$ cat src/verilog/tcu_pkg.sv
// Purpose: Constants and carrier types for the 16-bit timer compare/capture block
// Assumes: APB slave with 32-bit data, one aligned word per register
// Notes: Overview of the rules follows
// Overview of operation
// New capture overwrites unread captured timestamp
// Software flips edge, then clears capture flag
// Compare full counter against compare value always
// Match sets flag next tick; enable raises irq
// Flag clears on irq service or one-write
// Compare A may define counter TOP
// PWM modes double buffer compare, update at floor
// CPU reaches buffer or active; hardware never changes
// High byte read returns stored byte directly; counter and capture high reads return temp
// High byte to temp, low write moves both
// Force strobe acts as match, no flag
// Counter write blocks matches of next tick
// Counter written at variable TOP runs to FFFF
// Output state survives waveform mode changes
// Output action bits apply immediately, unbuffered
// Reset clears output compare state
// Nonzero action overrides port value, not direction
// Action zero leaves output state unchanged
// Output action bits never affect capture
// Software reads timestamp early, avoids moving TOP
// Software presets output state before enabling pin
// Capture flag set with timestamp copy
// Mode 4 TOP is compare A, 12 capture
// Blocked match gives no flag, irq, change
package tcu_pkg;

  localparam logic [7:0] OFF_CTRL = 8'h00;
  localparam logic [7:0] OFF_FORCE = 8'h04;
  localparam logic [7:0] OFF_FLAGS = 8'h08;
  localparam logic [7:0] OFF_CNT_LO = 8'h0c;
  localparam logic [7:0] OFF_CNT_HI = 8'h10;
  localparam logic [7:0] OFF_CMPA_LO = 8'h14;
  localparam logic [7:0] OFF_CMPA_HI = 8'h18;
  localparam logic [7:0] OFF_CMPB_LO = 8'h1c;
  localparam logic [7:0] OFF_CMPB_HI = 8'h20;
  localparam logic [7:0] OFF_CAPT_LO = 8'h24;
  localparam logic [7:0] OFF_CAPT_HI = 8'h28;
  localparam logic [7:0] OFF_PRESCALE = 8'h2c;
  localparam logic [7:0] OFF_PORT = 8'h30;

  // Control register fields
  localparam int CTRL_MODE_LSB = 0;
  localparam int CTRL_ACTA_LSB = 4;
  localparam int CTRL_ACTB_LSB = 6;
  localparam int CTRL_IEN_LSB = 8;
  localparam int CTRL_RUN_BIT = 11;
  localparam int CTRL_RISE_BIT = 12;
  // Port register fields
  localparam int PORT_DATA_LSB = 0;
  localparam int PORT_DIR_LSB = 2;
  // Flag bit positions
  localparam int FLAG_A = 0;
  localparam int FLAG_B = 1;
  localparam int FLAG_CAPT = 2;

  localparam logic [3:0] MODE_NORMAL = 4'h0;
  localparam logic [3:0] MODE_CTC_A = 4'h4;
  localparam logic [3:0] MODE_CTC_CAPT = 4'hc;
  localparam logic [3:0] MODE_RESERVED = 4'hd;

  localparam logic [1:0] ACT_NONE = 2'h0;
  localparam logic [1:0] ACT_TOGGLE = 2'h1;
  localparam logic [1:0] ACT_CLEAR = 2'h2;
  localparam logic [1:0] ACT_SET = 2'h3;

  localparam logic [15:0] CNT_MAX = 16'hffff;
  localparam logic [15:0] TOP_8BIT = 16'h00ff;
  localparam logic [15:0] TOP_9BIT = 16'h01ff;
  localparam logic [15:0] TOP_10BIT = 16'h03ff;

  typedef struct packed {
    logic psel;
    logic penable;
    logic pwrite;
    logic [7:0] paddr;
    logic [31:0] pwdata;
  } tcu_apb_req_t;

  typedef struct packed {
    logic [31:0] prdata;
    logic pready;
    logic pslverr;
  } tcu_apb_rsp_t;

  typedef struct packed {
    logic [1:0] pin_out;
    logic [1:0] pin_oe;
  } tcu_pins_t;

  typedef struct packed {
    logic [3:0] mode;
    logic [1:0] act_a;
    logic [1:0] act_b;
    logic [2:0] ien;
    logic run;
    logic capt_rise;
    logic [1:0] port_data;
    logic [1:0] pin_dir;
    logic [7:0] prescale;
    logic [7:0] pre_cnt;
    logic [15:0] cnt;
    logic [7:0] temp;
    logic [15:0] cmp_a;
    logic [15:0] cmp_b;
    logic [15:0] buf_a;
    logic [15:0] buf_b;
    logic [15:0] capt;
    logic [2:0] flags;
    logic block;
    logic [1:0] oc;
    logic [2:0] sync;
    tcu_pins_t pins;
    logic [2:0] irq;
    tcu_apb_rsp_t rsp;
  } tcu_state_t;

  localparam tcu_state_t STATE_RST = '0;

endpackage

$ cat src/verilog/tcu_timer.sv
// Purpose: Compare units A and B plus capture register of a 16-bit timer
// Assumes: APB master on sys_clk; capture pin asynchronous
// Notes: Single-slope counting; dual-slope sequencing is outside this block
//
// Local design decisions: the placing of the registers and the APB register port.
`timescale 1ns/1ps
`default_nettype none

module tcu_timer (
  input wire logic sys_clk,
  input wire logic rst_b,
  input wire tcu_pkg::tcu_apb_req_t apb_req,
  output tcu_pkg::tcu_apb_rsp_t apb_rsp,
  input wire logic capt_pin,
  input wire logic [2:0] irq_ack,
  output logic [2:0] irq,
  output tcu_pkg::tcu_pins_t pins
);

  // Twelve PWM modes: all but normal, the two clear-on-match modes and reserved
  function automatic logic is_pwm(input logic [3:0] mode);
    is_pwm = (mode != tcu_pkg::MODE_NORMAL) && (mode != tcu_pkg::MODE_CTC_A) &&
             (mode != tcu_pkg::MODE_CTC_CAPT) && (mode != tcu_pkg::MODE_RESERVED);
  endfunction

  // Modes whose TOP comes from the capture register
  function automatic logic capt_is_top(input logic [3:0] mode);
    capt_is_top = (mode == 4'h8) || (mode == 4'ha) || (mode == tcu_pkg::MODE_CTC_CAPT) ||
                  (mode == 4'he);
  endfunction

  function automatic logic [15:0] top_value(input logic [3:0] mode, input logic [15:0] cmp_a,
                                            input logic [15:0] capt);
    case (mode)
      4'h1, 4'h5: top_value = tcu_pkg::TOP_8BIT;
      4'h2, 4'h6: top_value = tcu_pkg::TOP_9BIT;
      4'h3, 4'h7: top_value = tcu_pkg::TOP_10BIT;
      4'h4, 4'h9, 4'hb, 4'hf: top_value = cmp_a;
      4'h8, 4'ha, 4'hc, 4'he: top_value = capt;
      default: top_value = tcu_pkg::CNT_MAX;
    endcase
  endfunction

  // Output state after a match (or forced match)
  function automatic logic match_action(input logic oc, input logic [1:0] act, input logic pwm);
    case (act)
      tcu_pkg::ACT_TOGGLE: match_action = pwm ? oc : ~oc;
      tcu_pkg::ACT_CLEAR: match_action = 1'b0;
      tcu_pkg::ACT_SET: match_action = 1'b1;
      default: match_action = oc;
    endcase
  endfunction

  // Output state at the counter floor in PWM modes
  function automatic logic floor_action(input logic oc, input logic [1:0] act);
    case (act)
      tcu_pkg::ACT_CLEAR: floor_action = 1'b1;
      tcu_pkg::ACT_SET: floor_action = 1'b0;
      default: floor_action = oc;
    endcase
  endfunction

  logic rst_ff1_reg;
  logic rst_sync_n_reg;
  tcu_pkg::tcu_state_t state_reg;
  tcu_pkg::tcu_state_t state_next;

  logic tick;
  logic pwm;
  logic [15:0] top;
  logic top_hit;
  logic wrap;
  logic match_a;
  logic match_b;
  logic setup;
  logic wr;
  logic rd;
  logic edge_seen;
  logic [15:0] wval;
  logic [7:0] addr;
  logic [31:0] rdata;
  logic mapped;

  // Reset release through two flip-flops
  always_ff @(posedge sys_clk or negedge rst_b) begin
    if (!rst_b) begin
      rst_ff1_reg <= 1'b0;
      rst_sync_n_reg <= 1'b0;
    end else begin
      rst_ff1_reg <= 1'b1;
      rst_sync_n_reg <= rst_ff1_reg;
    end
  end

  always_comb begin
    state_next = state_reg;
    addr = apb_req.paddr;
    pwm = is_pwm(state_reg.mode);
    top = top_value(state_reg.mode, state_reg.cmp_a, state_reg.capt);
    tick = state_reg.run && (state_reg.pre_cnt == state_reg.prescale);
    top_hit = (state_reg.cnt == top) && !state_reg.block;
    wrap = top_hit || (state_reg.cnt == tcu_pkg::CNT_MAX);
    match_a = (state_reg.cnt == state_reg.cmp_a);
    match_b = (state_reg.cnt == state_reg.cmp_b);
    setup = apb_req.psel && !apb_req.penable;
    wr = apb_req.psel && apb_req.penable && state_reg.rsp.pready && apb_req.pwrite;
    rd = apb_req.psel && apb_req.penable && state_reg.rsp.pready && !apb_req.pwrite;
    wval = {state_reg.temp, apb_req.pwdata[7:0]};
    edge_seen = state_reg.capt_rise ? (state_reg.sync[1] && !state_reg.sync[2]) :
                (!state_reg.sync[1] && state_reg.sync[2]);

    // Prescaler gives the timer tick
    state_next.pre_cnt = (!state_reg.run || tick) ? 8'h00 : state_reg.pre_cnt + 8'h01;

    // Flag clears first so a same-cycle set wins
    state_next.flags = state_reg.flags & ~irq_ack;
    if (wr && (addr == tcu_pkg::OFF_FLAGS)) begin
      state_next.flags = state_next.flags & ~apb_req.pwdata[2:0];
    end

    if (tick) begin
      state_next.block = 1'b0;
      state_next.cnt = top_hit ? 16'h0000 : state_reg.cnt + 16'h0001;
      if (match_a && !state_reg.block) begin
        state_next.flags[tcu_pkg::FLAG_A] = 1'b1;
        state_next.oc[0] = match_action(state_reg.oc[0], state_reg.act_a, pwm);
      end
      if (match_b && !state_reg.block) begin
        state_next.flags[tcu_pkg::FLAG_B] = 1'b1;
        state_next.oc[1] = match_action(state_reg.oc[1], state_reg.act_b, pwm);
      end
      if (wrap && pwm) begin
        state_next.cmp_a = state_reg.buf_a;
        state_next.cmp_b = state_reg.buf_b;
        state_next.oc[0] = floor_action(state_next.oc[0], state_reg.act_a);
        state_next.oc[1] = floor_action(state_next.oc[1], state_reg.act_b);
      end
    end

    // Capture: synchroniser then edge; action bits play no part
    state_next.sync = {state_reg.sync[1:0], capt_pin};
    if (edge_seen && !capt_is_top(state_reg.mode)) begin
      state_next.capt = state_reg.cnt;
      state_next.flags[tcu_pkg::FLAG_CAPT] = 1'b1;
    end

    // Register writes take effect at the completing edge
    if (wr) begin
      case (addr)
        tcu_pkg::OFF_CTRL: begin
          state_next.mode = apb_req.pwdata[tcu_pkg::CTRL_MODE_LSB +: 4];
          state_next.act_a = apb_req.pwdata[tcu_pkg::CTRL_ACTA_LSB +: 2];
          state_next.act_b = apb_req.pwdata[tcu_pkg::CTRL_ACTB_LSB +: 2];
          state_next.ien = apb_req.pwdata[tcu_pkg::CTRL_IEN_LSB +: 3];
          state_next.run = apb_req.pwdata[tcu_pkg::CTRL_RUN_BIT];
          state_next.capt_rise = apb_req.pwdata[tcu_pkg::CTRL_RISE_BIT];
        end
        tcu_pkg::OFF_FORCE: begin
          if (!pwm && apb_req.pwdata[0]) begin
            state_next.oc[0] = match_action(state_next.oc[0], state_reg.act_a, 1'b0);
          end
          if (!pwm && apb_req.pwdata[1]) begin
            state_next.oc[1] = match_action(state_next.oc[1], state_reg.act_b, 1'b0);
          end
        end
        tcu_pkg::OFF_CNT_LO: begin
          state_next.cnt = wval;
          state_next.block = 1'b1;
        end
        tcu_pkg::OFF_CNT_HI, tcu_pkg::OFF_CMPA_HI, tcu_pkg::OFF_CMPB_HI, tcu_pkg::OFF_CAPT_HI: begin
          state_next.temp = apb_req.pwdata[7:0];
        end
        tcu_pkg::OFF_CMPA_LO: begin
          state_next.buf_a = wval;
          if (!pwm) begin
            state_next.cmp_a = wval;
          end
        end
        tcu_pkg::OFF_CMPB_LO: begin
          state_next.buf_b = wval;
          if (!pwm) begin
            state_next.cmp_b = wval;
          end
        end
        tcu_pkg::OFF_CAPT_LO: begin
          if (capt_is_top(state_reg.mode)) begin
            state_next.capt = wval;
          end
        end
        tcu_pkg::OFF_PRESCALE: begin
          state_next.prescale = apb_req.pwdata[7:0];
        end
        tcu_pkg::OFF_PORT: begin
          state_next.port_data = apb_req.pwdata[tcu_pkg::PORT_DATA_LSB +: 2];
          state_next.pin_dir = apb_req.pwdata[tcu_pkg::PORT_DIR_LSB +: 2];
        end
        default: begin
        end
      endcase
    end

    // Low-byte reads of moving registers latch the high byte
    if (rd && (addr == tcu_pkg::OFF_CNT_LO)) begin
      state_next.temp = state_reg.cnt[15:8];
    end
    if (rd && (addr == tcu_pkg::OFF_CAPT_LO)) begin
      state_next.temp = state_reg.capt[15:8];
    end

    // Read mux, sampled in the setup cycle
    mapped = 1'b1;
    rdata = 32'h0000_0000;
    case (addr)
      tcu_pkg::OFF_CTRL: begin
        rdata[tcu_pkg::CTRL_MODE_LSB +: 4] = state_reg.mode;
        rdata[tcu_pkg::CTRL_ACTA_LSB +: 2] = state_reg.act_a;
        rdata[tcu_pkg::CTRL_ACTB_LSB +: 2] = state_reg.act_b;
        rdata[tcu_pkg::CTRL_IEN_LSB +: 3] = state_reg.ien;
        rdata[tcu_pkg::CTRL_RUN_BIT] = state_reg.run;
        rdata[tcu_pkg::CTRL_RISE_BIT] = state_reg.capt_rise;
      end
      tcu_pkg::OFF_FORCE: rdata[1:0] = state_reg.oc;
      tcu_pkg::OFF_FLAGS: rdata[2:0] = state_reg.flags;
      tcu_pkg::OFF_CNT_LO: rdata[7:0] = state_reg.cnt[7:0];
      tcu_pkg::OFF_CNT_HI: rdata[7:0] = state_reg.temp;
      tcu_pkg::OFF_CMPA_LO: rdata[7:0] = pwm ? state_reg.buf_a[7:0] : state_reg.cmp_a[7:0];
      tcu_pkg::OFF_CMPA_HI: rdata[7:0] = pwm ? state_reg.buf_a[15:8] : state_reg.cmp_a[15:8];
      tcu_pkg::OFF_CMPB_LO: rdata[7:0] = pwm ? state_reg.buf_b[7:0] : state_reg.cmp_b[7:0];
      tcu_pkg::OFF_CMPB_HI: rdata[7:0] = pwm ? state_reg.buf_b[15:8] : state_reg.cmp_b[15:8];
      tcu_pkg::OFF_CAPT_LO: rdata[7:0] = state_reg.capt[7:0];
      tcu_pkg::OFF_CAPT_HI: rdata[7:0] = state_reg.temp;
      tcu_pkg::OFF_PRESCALE: rdata[7:0] = state_reg.prescale;
      tcu_pkg::OFF_PORT: begin
        rdata[tcu_pkg::PORT_DATA_LSB +: 2] = state_reg.port_data;
        rdata[tcu_pkg::PORT_DIR_LSB +: 2] = state_reg.pin_dir;
      end
      default: mapped = 1'b0;
    endcase

    state_next.rsp.pready = setup;
    state_next.rsp.pslverr = setup && !mapped;
    if (setup) begin
      state_next.rsp.prdata = (apb_req.pwrite || !mapped) ? 32'h0000_0000 : rdata;
    end

    // Registered outputs
    state_next.irq = state_next.flags & state_next.ien;
    state_next.pins.pin_out[0] = (state_next.act_a != tcu_pkg::ACT_NONE) ? state_next.oc[0] :
                                 state_next.port_data[0];
    state_next.pins.pin_out[1] = (state_next.act_b != tcu_pkg::ACT_NONE) ? state_next.oc[1] :
                                 state_next.port_data[1];
    state_next.pins.pin_oe = state_next.pin_dir;
  end

  always_ff @(posedge sys_clk or negedge rst_sync_n_reg) begin
    if (!rst_sync_n_reg) begin
      state_reg <= tcu_pkg::STATE_RST;
    end else begin
      state_reg <= state_next;
    end
  end

  assign apb_rsp = state_reg.rsp;
  assign irq = state_reg.irq;
  assign pins = state_reg.pins;

endmodule

`default_nettype wire

$ cat config.mk
export PLATFORM = sky130hd
export DESIGN_NAME = tcu_timer
export DESIGN_NICKNAME = d
export VERILOG_FILES = /design/src/verilog/tcu_pkg.sv /design/src/verilog/tcu_timer.sv
export SDC_FILE = /design/constraint.sdc
export NUM_CORES = 1
export LEC_CHECK = 0
export ABC_AREA = 1
export BUFFER_PORTS_ARGS = -buffer_cell sky130_fd_sc_hd__buf_2
export CAP_MARGIN = 20
export CORE_AREA = 2 2 174 176
export CTS_CLUSTER_DIAMETER = 200
export DETAILED_ROUTE_END_ITERATION = 7
export DIE_AREA = 0 0 176 178
export PLACE_DENSITY_LB_ADDON = 0.1
export SETUP_SLACK_MARGIN = 0.5
export SLEW_MARGIN = 5
export SYNTH_ARGS = -nofsm -noshare
export SYNTH_HDL_FRONTEND = slang
export SYNTH_SLANG_ARGS = --single-unit
$ cat constraint.sdc
create_clock -name sys_clk -period 10.7 [get_ports sys_clk]
set_clock_uncertainty 0.2 [all_clocks]
set_input_delay 2.14 -clock sys_clk [delete_from_list [all_inputs] [get_ports sys_clk]]
set_output_delay 2.14 -clock sys_clk [all_outputs]
set_load 0.1 [all_outputs]
Word-level counts from Yosys, hierarchy flattened
Cells that the tools add are included.
{ "totals": {"reg_bits": 187, "inputBits": 49, "elab_cells": 194} }
{ "op_classes": {"add_sub_neg": 2, "eq_ne": 40, "n_mux": 58, "bitwise": 9, "n_reduce_logical": 57} }
{ "op_table": {"columns": ["cell", "n"], "rows": [
  ["$mux W16", 11],
  ["$mux W104", 1],
  ["$pmux W16 S5", 1],
  ["$mux W8", 9],
  ["$mux W32", 2],
  ["$eq A16 B16 Y1", 3],
  ["$eq A8 B6 Y1 const B", 5],
  ["$pmux W4 S9", 1],
  ["$eq A8 B5 Y1 const B", 4],
  ["$eq A4 B4 Y1 const B", 7],
  ["$pmux W2 S12", 1],
  ["$logic_and A1 B1 Y1", 22],
  ["$mux W21", 1],
  ["$mux W17", 1],
  ["$add A16 B1 Y16 const B", 1],
  ["$eq A16 B16 Y1 const B", 1],
  ["$eq A4 B3 Y1 const B", 4],
  ["$eq A8 B4 Y1 const B", 2],
  ["$mux W1", 13],
  ["$mux W13", 1],
  ["$reduce_or A13 Y1", 1],
  ["$pmux W1 S3", 4],
  ["$reduce_and A2 Y1", 6],
  ["$reduce_or A4 Y1", 3],
  ["other kinds (27)", 61]
]} }

Logic depth before layout (Yosys ltp)
Gate-level depths: netlist of run 1.
{ "depth": {"ltp_word": 16, "ltp_mapped": 24} }

Worst setup path after synthesis of run 1
OpenSTA, ideal clock, no wires.
{ "synth_timing": {"path_type": "input-to-reg", "start": "input apb_req[39] in the netlist's numbering", "end": "register state_reg, in the netlist apb_rsp[8]", "setup_ns": 0.066, "arrival_time_ns": 3.970, "t_required_ns": 10.434, "setup_slack_ns": 6.464, "stages": 14, "n_path_buf": 0, "path_cell_list": "nor2_1 > inv_1 > nor2_1 > inv_1 > nor2_1 > inv_1 > o22ai_1 > nor3_1 > nand2_1 > nor4_1 > nor3_1 > a21boi_0 > o21ai_0 > nand2_1"} }
{ "synth_between": {"elab_chain_cells": 6, "word_cells_on_any_way": 20, "classes_between": "eq/ne: 12; mux: 3; reduce/logical: 5"} }
{ "synth_rtl": {"columns": ["element", "line_no", "text"], "rows": [
  ["start: declaration", "tcu_timer.sv:12", "input wire tcu_pkg::tcu_apb_req_t apb_req,"],
  ["$eq A8 B4 Y1, or another cell as far along", "tcu_timer.sv:213", "case (addr)"],
  ["$reduce_or A13 Y1 (no line)", null, null],
  ["$mux W1", "tcu_timer.sv:213", null],
  ["$logic_not A1 Y1", "tcu_timer.sv:243", "state_next.rsp.prdata = (apb_req.pwrite || !mapped) ? 32'h0000_0000 : rdata;"],
  ["$logic_or A1 B1 Y1", "tcu_timer.sv:243", null],
  ["$mux W13 *", "tcu_timer.sv:243", null],
  ["end signal: assignment", "tcu_timer.sv:257", "state_reg <= tcu_pkg::STATE_RST;"],
  ["end signal: assignment", "tcu_timer.sv:259", "state_reg <= state_next;"],
  ["end: declaration", "tcu_timer.sv:65", "tcu_pkg::tcu_state_t state_reg;"]
]} }
Every way passes the cells marked *; elsewhere a longest branch is shown, timed or not.
A chain may end at the register's enable or synchronous reset.

Final worst setup path of run 1
{ "layout_timing": {"start": "input apb_req[33] in the netlist's numbering", "end": "register state_reg[132] in the netlist's numbering"} }
{ "layout_between": {"elab_chain_cells": 4, "word_cells_on_any_way": 14, "classes_between": "eq/ne: 6; mux: 2; reduce/logical: 6"} }
{ "layout_rtl": {"columns": ["element", "line_no", "text"], "rows": [
  ["$eq A8 B6 Y1, or another cell as far along", "tcu_timer.sv:149", "case (addr)"],
  ["$reduce_or A4 Y1, or another cell as far along", "tcu_timer.sv:149", null],
  ["$reduce_bool A3 Y1 (no line) / $mux W8 (equally long branches)", null, null],
  ["$reduce_and A2 Y1 (no line) / $mux W8 (equally long branches)", null, null]
]} }
Parallel ways exist; a longest one is shown, timed or not.

==> summary.md, run 1 <==
| Metric | Value |
|---|---|
| Clock period minus worst slack | 5160 ps |
| Syn. warnings | 0 |
| # DRC | 1 |
| Ports | 90 |
| Startpoint types | primary input |
| Sequential fraction of the synthesis area | 41.6% |
| VDD IR max | 94.9 µV |
| First-pass GRT wire length | 56400 µm |
| Cts hold-fix bufs | 0 |
| Initial DRC count | 1053 |
| Worst slew pin tran | 1040 ps |
| Die W | 176 µm |
| Share of post-route cells with drive strength above 1 | 10.5% |
| Post-DP HPWL | 26800 µm |
| Final WL | 36700 µm |
| Placed insts | 1728 |
| Worst Path Max Fanout | 16 |
| Pwr dens | 137 nW/µm² |
| Final setup vio count | 0 |
| Max reg flops | 142 |
| Most used DFF post-synth | dfrtp_1 |
| Die area | 31300 µm² |
| Relative slew slack | 30.3% |
| Cells after Synth | 1354 |
| Final TNS setup | 0 ps |
| I/O Buffers | 51 |
| Endpoints failing hold | 0 |
| # rows | 63 |
| GRT Overall Usage | 24.1% |
| Yosys cell types | 46 |
| Area contributors post-synth | dfrtp_1 42%, nand2_1 11%, o21ai_0 8.3% |
| Place WS | 5230 ps |
| Floorplan core area | 29400 µm² |
| Die Y | 178 µm |
| CP Class | primary input to register |
| Clk sink count | 168 |
| CTS buffer count | 17 |
| H-tree lvl count | 4 |
| Fin cells | 1760 |
| Vias | 9368 |
| Post-route core utilization | 37.5% |
| Starting Density | 34.4% |
| Post-CTS Resized | 0 |
| Clock-pin slew on the worst setup and hold paths | 80 ps |
| Number of global-route vias before repair | 8898 |
| Max clock buf depth | 2 |
| Most common cell after layout, fill and taps aside | nand2_1 |
| Maximum clock frequency | 194 MHz |
| CTS tree | built |
| Antenna Violating Nets Remaining | 0 |
| Ys async rst share | 100% |
| Largest net degree at the start of global routing | 68 |
| EDFF count, synth | 0 |
| Synth-to-Final Area Change | 9.13% |
| Most frequent cells in the layout | 290 x nand2_1, 187 x inv_1, 168 x o21ai_0, 167 x dfrtp_1, 94 x nor2_1 |
| Fin nets | 1408 |
| Clock latency on the worst-skew pair | 450 ps |
| Hold WC Path Type | register to asynchronous set/reset pin |
| Failing checks | DRC |
| Unrepaired setup endpoints after global routing | false |
| Fin crit share | 48.2% |
| Vias per inst | 5.32 |
| Synth top area share | 41.6% |
| CP endpoint kind | register |
| Initial antenna violation count | 0 |
| Synthesized area | 10100 µm² |
| Router iterations before antenna repair | 8 |
| Setup Fix Bufs, Post-CTS | 0 |
| Diodes inserted | 0 |
| Synthesized flop and latch total | 168 |
| Wire per inst | 20.8 µm |
| Slew Viols, Final | 0 |
| Post-Syn Area per Cell | 7.47 µm² |
| Worst Path Required | 10840 ps |
| Lkg Pwr | 5.00 nW |
| Gpl congestion | 0.904 |
| Root Buffer | clkbuf_16 |
| Cell taking the most area after synthesis | dfrtp_1 |
| Worst setup margin | 5540 ps |
| Status | finished with violations |
| Critical path arrival | 5300 ps |
| Total gr overflow | 0 |
| Max-Cap Viols | 0 |
## logic make-up after synthesis
logic type | Yosys count | share of synthesized area, %
other cells | 2 | 0.0742
flops | 168 | 41.6
simple gates | 552 | 24.1
fa+ha+maj | 2 | 0.247
buf+inv | 294 | 13.2
compound gates | 312 | 18.7
mux | 1 | 0.111
xor+xnor | 23 | 1.99
## cells in the mapped netlist (4+ instances only)
| cell | n |
|---|---|
| dfrtp_1 | 168 |
| inv_1 | 187 |
| o22ai_1 | 28 |
| xor2_1 | 19 |
| nor3_1 | 24 |
| buf_4 | 44 |
| nand2_2 | 4 |
| o21ai_0 | 168 |
| buf_6 | 6 |
| o211ai_2 | 19 |
| inv_2 | 5 |
| a221oi_1 | 14 |
| or2_2 | 5 |
| buf_2 | 9 |
| nand2_1 | 290 |
| a22o_1 | 4 |
| clkbuf_1 | 40 |
| a21oi_1 | 36 |
| o211ai_1 | 16 |
| xnor2_1 | 4 |
| o21ai_1 | 11 |
| nand3_1 | 60 |
| nor4_1 | 8 |
| nand4_1 | 51 |
| nor2_1 | 96 |
## report_power, final
part / internal [W] / leakage, nW / total, W / switching (W)
sequential: 0.000662 / 1.96 / 0.000692 / 0.0000299
clock: 0.000316 / 0.290 / 0.000636 / 0.000320
combinational: 0.0000488 / 2.75 / 0.000180 / 0.000131
## metal layers
metal	part of all wire (%)	wire, µm	track usage [%]
met1	46	16700	33.0
met2	47	17200	40.2
met3	5.3	1930	2.88
met4	2.2	807	6.96
met5	0	0	0
## critical path, stage by stage
cell and delay (ps):
buf_2 90, nor2_1 180, nand2_1 120, nor2_1 100, inv_1 80, nor2_1 520, inv_1 380, nor2_1 490
inv_1 200, o211ai_1 500, o21ai_0 220, o22ai_1 250
## final cells by class
class / instances / area (µm²)
clock buffers: 17 / 425
inverters: 194 / 728
flip-flops and latches: 168 / 4210
well taps: 390 / 488
repair buffers: 66 / 368
clock inverters: 15 / 174
fillers: 3072 / 18400
multi-input cells: 910 / 4650
## metrics by stage
step | total power, W | instance area (µm²) | hold WS (ps)
final | 0.00151 | 11000 | 95.2
after global routing | 0.00158 | 11000 | 147
after CTS | 0.00152 | 11000 | 123
after detailed placement | 0.000884 | 10400 | 113
after global placement | 0.000882 | 10400 | 116
after floorplan | 0.000836 | 10200 | 131
## worst paths after layout
path / slack, ps / depth (start not counted) / endpoint / from
worst max-delay path: 5540 / 12 / state_reg[132] / apb_req[33]
worst min-delay path: 100 / 0 / state_reg[78] / rst_sync_n_reg
worst max register to register: 6620 / 17 / state_reg[123] / state_reg[183]
worst min register to register: 100 / 0 / state_reg[78] / rst_sync_n_reg
max in group asynchronous: 8890 / 1 / state_reg[184] / rst_sync_n_reg
min in group sys_clk: 150 / 0 / state_next[43] / state_next[42]
Power figures use the tool's default switching activity.
==> run 2, diff against run 1 <==
--- a/config.mk
+++ b/config.mk
@@ -5,7 +5,7 @@
 export SDC_FILE = /design/constraint.sdc
 export NUM_CORES = 1
 export LEC_CHECK = 0
-export ABC_AREA = 1
+export ABC_AREA = 0
 export BUFFER_PORTS_ARGS = -buffer_cell sky130_fd_sc_hd__buf_2
 export CAP_MARGIN = 20
 export CORE_AREA = 2 2 174 176
==> constraint.sdc (replaced) <==
create_clock -name sys_clk -period 4.5 [get_ports sys_clk]
set_clock_uncertainty 0.2 [all_clocks]
set_input_delay 0.9 -clock sys_clk [delete_from_list [all_inputs] [get_ports sys_clk]]
set_output_delay 0.9 -clock sys_clk [all_outputs]
set_load 0.1 [all_outputs]
==> run 2 against run 1 <==
  * The run now ends clean
  * Sequential power is 130% higher
  * Total power increased by 120%
  * Area after synthesis rose by 0.79%
  * Register-to-register slack got worse by 5800 ps
  * First-iteration DRC count grew 4.2%
  * Final area is 1.9% higher
  * Wire length up 5.7%
  * Utilization rose by 0.72 points
  * Flip-flop and latch count did not move
  * Combinational power increased by 33%
  * Largest cell class unchanged
==> summary.md, run 2 <==
| Metric | Value |
|---|---|
| Critical path arrival | 3820 ps (-1480 ps) |
| Ports | 90 (unchanged) |
| Antenna Violating Nets Remaining | 0 (unchanged) |
| CTS tree | built |
| Synth cell count leaders | 168 x dfrtp_1, 98 x nor2_1, 78 x nand2_1 |
| Yosys cell types | 76 (+65%) |
| # DRC | 0 (-1) |
| Internal power | 0.00233 W (+130%) |
| Endpoints failing hold | 0 (unchanged) |
| Synth top area share | 41.2% (-0.33 points) |
| CTS buffer count | 17 (unchanged) |
| Worst Path Required | 4670 ps (-6170 ps) |
| Floorplan core area | 29400 µm² (unchanged) |
| Most frequent cell after synthesis | dfrtp_1 |
| Post-DP HPWL | 27500 µm (+2.3%) |
| Hold Path Origin | state_next[42] |
| Reg-to-Reg Start | state_reg[183] |
| Area contributors post-synth | dfrtp_1 41%, mux2_2 5.1%, xnor2_1 4.0% |
| Starting Density | 34.7% (+0.27 points) |
| Fin nets | 1177 (-16%) |
| Clock Power Share | 44.8% (+2.6 points) |
| # rows | 63 (unchanged) |
| I/O Buffers | 51 (unchanged) |
| Vias per inst | 5.88 (+10%) |
| Syn. warnings | 0 (unchanged) |
| Setup Fix Bufs, Post-CTS | 0 (unchanged) |
| Wire per inst | 25.4 µm (+22%) |
| Initial DRC count | 1097 (+4.2%) |
| H-tree lvl count | 4 (unchanged) |
| Synthesized flop and latch total | 168 (unchanged) |
| Startpoint types | register |
| Placed insts | 1496 (-13%) |
| Initial antenna violation count | 0 (unchanged) |
| Reg power frac | 47.9% (+2.0 points) |
| Sequential fraction of the synthesis area | 41.2% (-0.33 points) |
| Fin crit share | 81.1% |
| Worst Path Max Fanout | 14 (-2) |
| Status | finished, final reports clean |
| Hold Path Cell Cnt | 0 |
| Clk sink count | 168 (unchanged) |
| Post-Syn Area per Cell | 9.03 µm² (+21%) |
| Max reg flops | 142 (unchanged) |
| Max clock buf depth | 2 (unchanged) |
| Relative slew slack | 40.6% (+10 points) |
| Root Buffer | clkbuf_16 |
| Number of global-route vias before repair | 8366 (-6.0%) |
| Switching power | 0.000960 W (+100%) |
| Maximum clock frequency | 274 MHz |
| Die Y | 178 µm (unchanged) |
| CP endpoint kind | register |
| Largest net degree at the start of global routing | 71 (+4.4%) |
| Clock-pin slew on the worst setup and hold paths | 70 ps (about the same) |
| Clock latency on the worst-skew pair | 450 ps (about the same) |
| Vias | 8987 (-4.1%) |
| Hold WS | 154 ps (+58.8 ps) |
| Die W | 176 µm (unchanged) |
| Final TNS setup | 0 ps (unchanged) |
| Worst slew pin tran | 890 ps (-145 ps) |
| Clock period minus worst slack | 3650 ps |
| Cells after Synth | 1129 (-17%) |
| Pwr dens | 292 nW/µm² (+110%) |
| Synthesized area | 10200 µm² (+0.79%) |
| Router iterations before antenna repair | 7 (-1) |
| Most frequent cells in the layout | 167 x dfrtp_1, 98 x nor2_1, 78 x nand2_1, 77 x o21ai_0, 51 x buf_2 |
| Diodes inserted | 0 (unchanged) |
| Slew Viols, Final | 0 (unchanged) |
| Ys async rst share | 100% (unchanged) |
| First-pass GRT wire length | 57400 µm (+1.8%) |
| RR Endpoint | state_reg[100] |
| Synth-to-Final Area Change | 10.3% |
| Final setup vio count | 0 (unchanged) |
| GRT Overall Usage | 25.3% (+1.1 points) |
| Most used DFF post-synth | dfrtp_1 |
| Total power | 0.00329 W (+120%) |
| VDD IR max | 233 µV (+150%) |
| Final WL | 38800 µm (+5.7%) |
| Logic pwr share | 7.3% (-4.6 points) |
| Switching share of power | 29.2% (-2.6 points) |
| Gpl congestion | 0.887 (-2.0%) |
| Most common cell after layout, fill and taps aside | dfrtp_1 |
| Worst reg2reg path depth | 9 (-8) |
| Die area | 31300 µm² (unchanged) |
| Fin cells | 1529 (-13%) |
| Placed cell area | 10700 µm² (+2.2%) |
| Post-route cell area | 11300 µm² (+1.9%) |
| EDFF count, synth | 0 (unchanged) |
| Cell taking the most area after synthesis | dfrtp_1 |
| Share of post-route cells with drive strength above 1 | 16.9% (+6.3 points) |
| FF-to-FF setup slack | 850 ps (-5770 ps) |
| Hold WC Path Type | register to register |
| Worst Hold End | state_next[43] |
| Max-Cap Viols | 0 (unchanged) |
| Lkg Pwr | 4.83 nW (-3.3%) |
| Unrepaired setup endpoints after global routing | false |
| CP Class | register to register |
| Total gr overflow | 0 (unchanged) |
## run 2: cell count changes in the layout (fill, tap and decap cells not counted), sizes merged, moves of 12 or more
cell / before / now
nor2b: 0 / 14
nand3: 63 / 29
buf: 66 / 91
a31oi: 1 / 46
inv: 199 / 44
o21ai: 179 / 87
a222oi: 0 / 12
o211ai: 35 / 6
mux2i: 0 / 29
xnor2: 4 / 46
a22o: 4 / 16
o22ai: 28 / 9
mux2: 1 / 47
nand2: 297 / 78
## run 2: per-layer routing
layer	vias up	part of all wire (%)	GRT usage (%)
met5	-	0.15	2.08
met4	2	2.4	7.47
met3	48	6.4	4.48
met2	353	45	38.7
met1	4521	46	36.2
li1	4063	-	-
## run 2: cell families (layout without fill, tap and decap cells)
group,count (synthesis),count (layout),share of synthesized area (%)
compound gates,293,293,19.0
xor+xnor,56,56,4.81
fa+ha+maj,2,2,0.245
buf+inv,169,161,8.09
flops,168,168,41.2
mux,78,78,8.52
other cells,2,20,0.0737
simple gates,361,361,18.0
## run 2: worst max-delay path by stage
stage | from | end | cells past startpoint
after floorplan | apb_req[33] | state_reg[68] | 7
after global placement | state_reg[183] | state_reg[116] | 10
after detailed placement | state_reg[183] | state_reg[100] | 9
after CTS | state_reg[183] | state_reg[100] | 10
after global routing | state_reg[183] | state_reg[121] | 9
final | state_reg[183] | state_reg[100] | 9
## run 2: area by class of cell
cell class	count	area (µm²)
Sequential cell	168	4210
Timing Repair Buffer	92	591
Tap cell	390	488
Clock buffer	18	439
Multi-Input combinational cell	810	5250
Inverter	37	139
Clock inverter	14	133
Fill cell	3004	18200
## run 2: through the flow
stage	worst slack (ps)	util (%)
6_report	852	38.3
5_1_grt	577	38.3
4_1_cts	909	38.2
3_5_place_dp	931	36.3
3_3_place_gp	934	36.3
2_1_floorplan	1470	-
## run 2: critical path: stages, from the launching register on
cell	delay [ps]
dfrtp_1	670
clkinv_1	450
nor4_1	450
nor3_1	130
a2111oi_2	340
and4b_1	290
a21o_2	440
buf_4	280
nand4_1	120
a31oi_1	190
## run 2: timing repair
action	in CTS	in global routing
hold buffers	0	1
resized for setup	0	0
hold endpoints to repair	0	2
## run 2: power groups by stage
stage	logic, W	clock network, W	registers, W
2_1_floorplan	0.000176	0	0.00159
3_3_place_gp	0.000240	0	0.00160
3_5_place_dp	0.000239	0	0.00160
4_1_cts	0.000239	0.00151	0.00157
5_1_grt	0.000256	0.00157	0.00158
6_report	0.000239	0.00147	0.00157
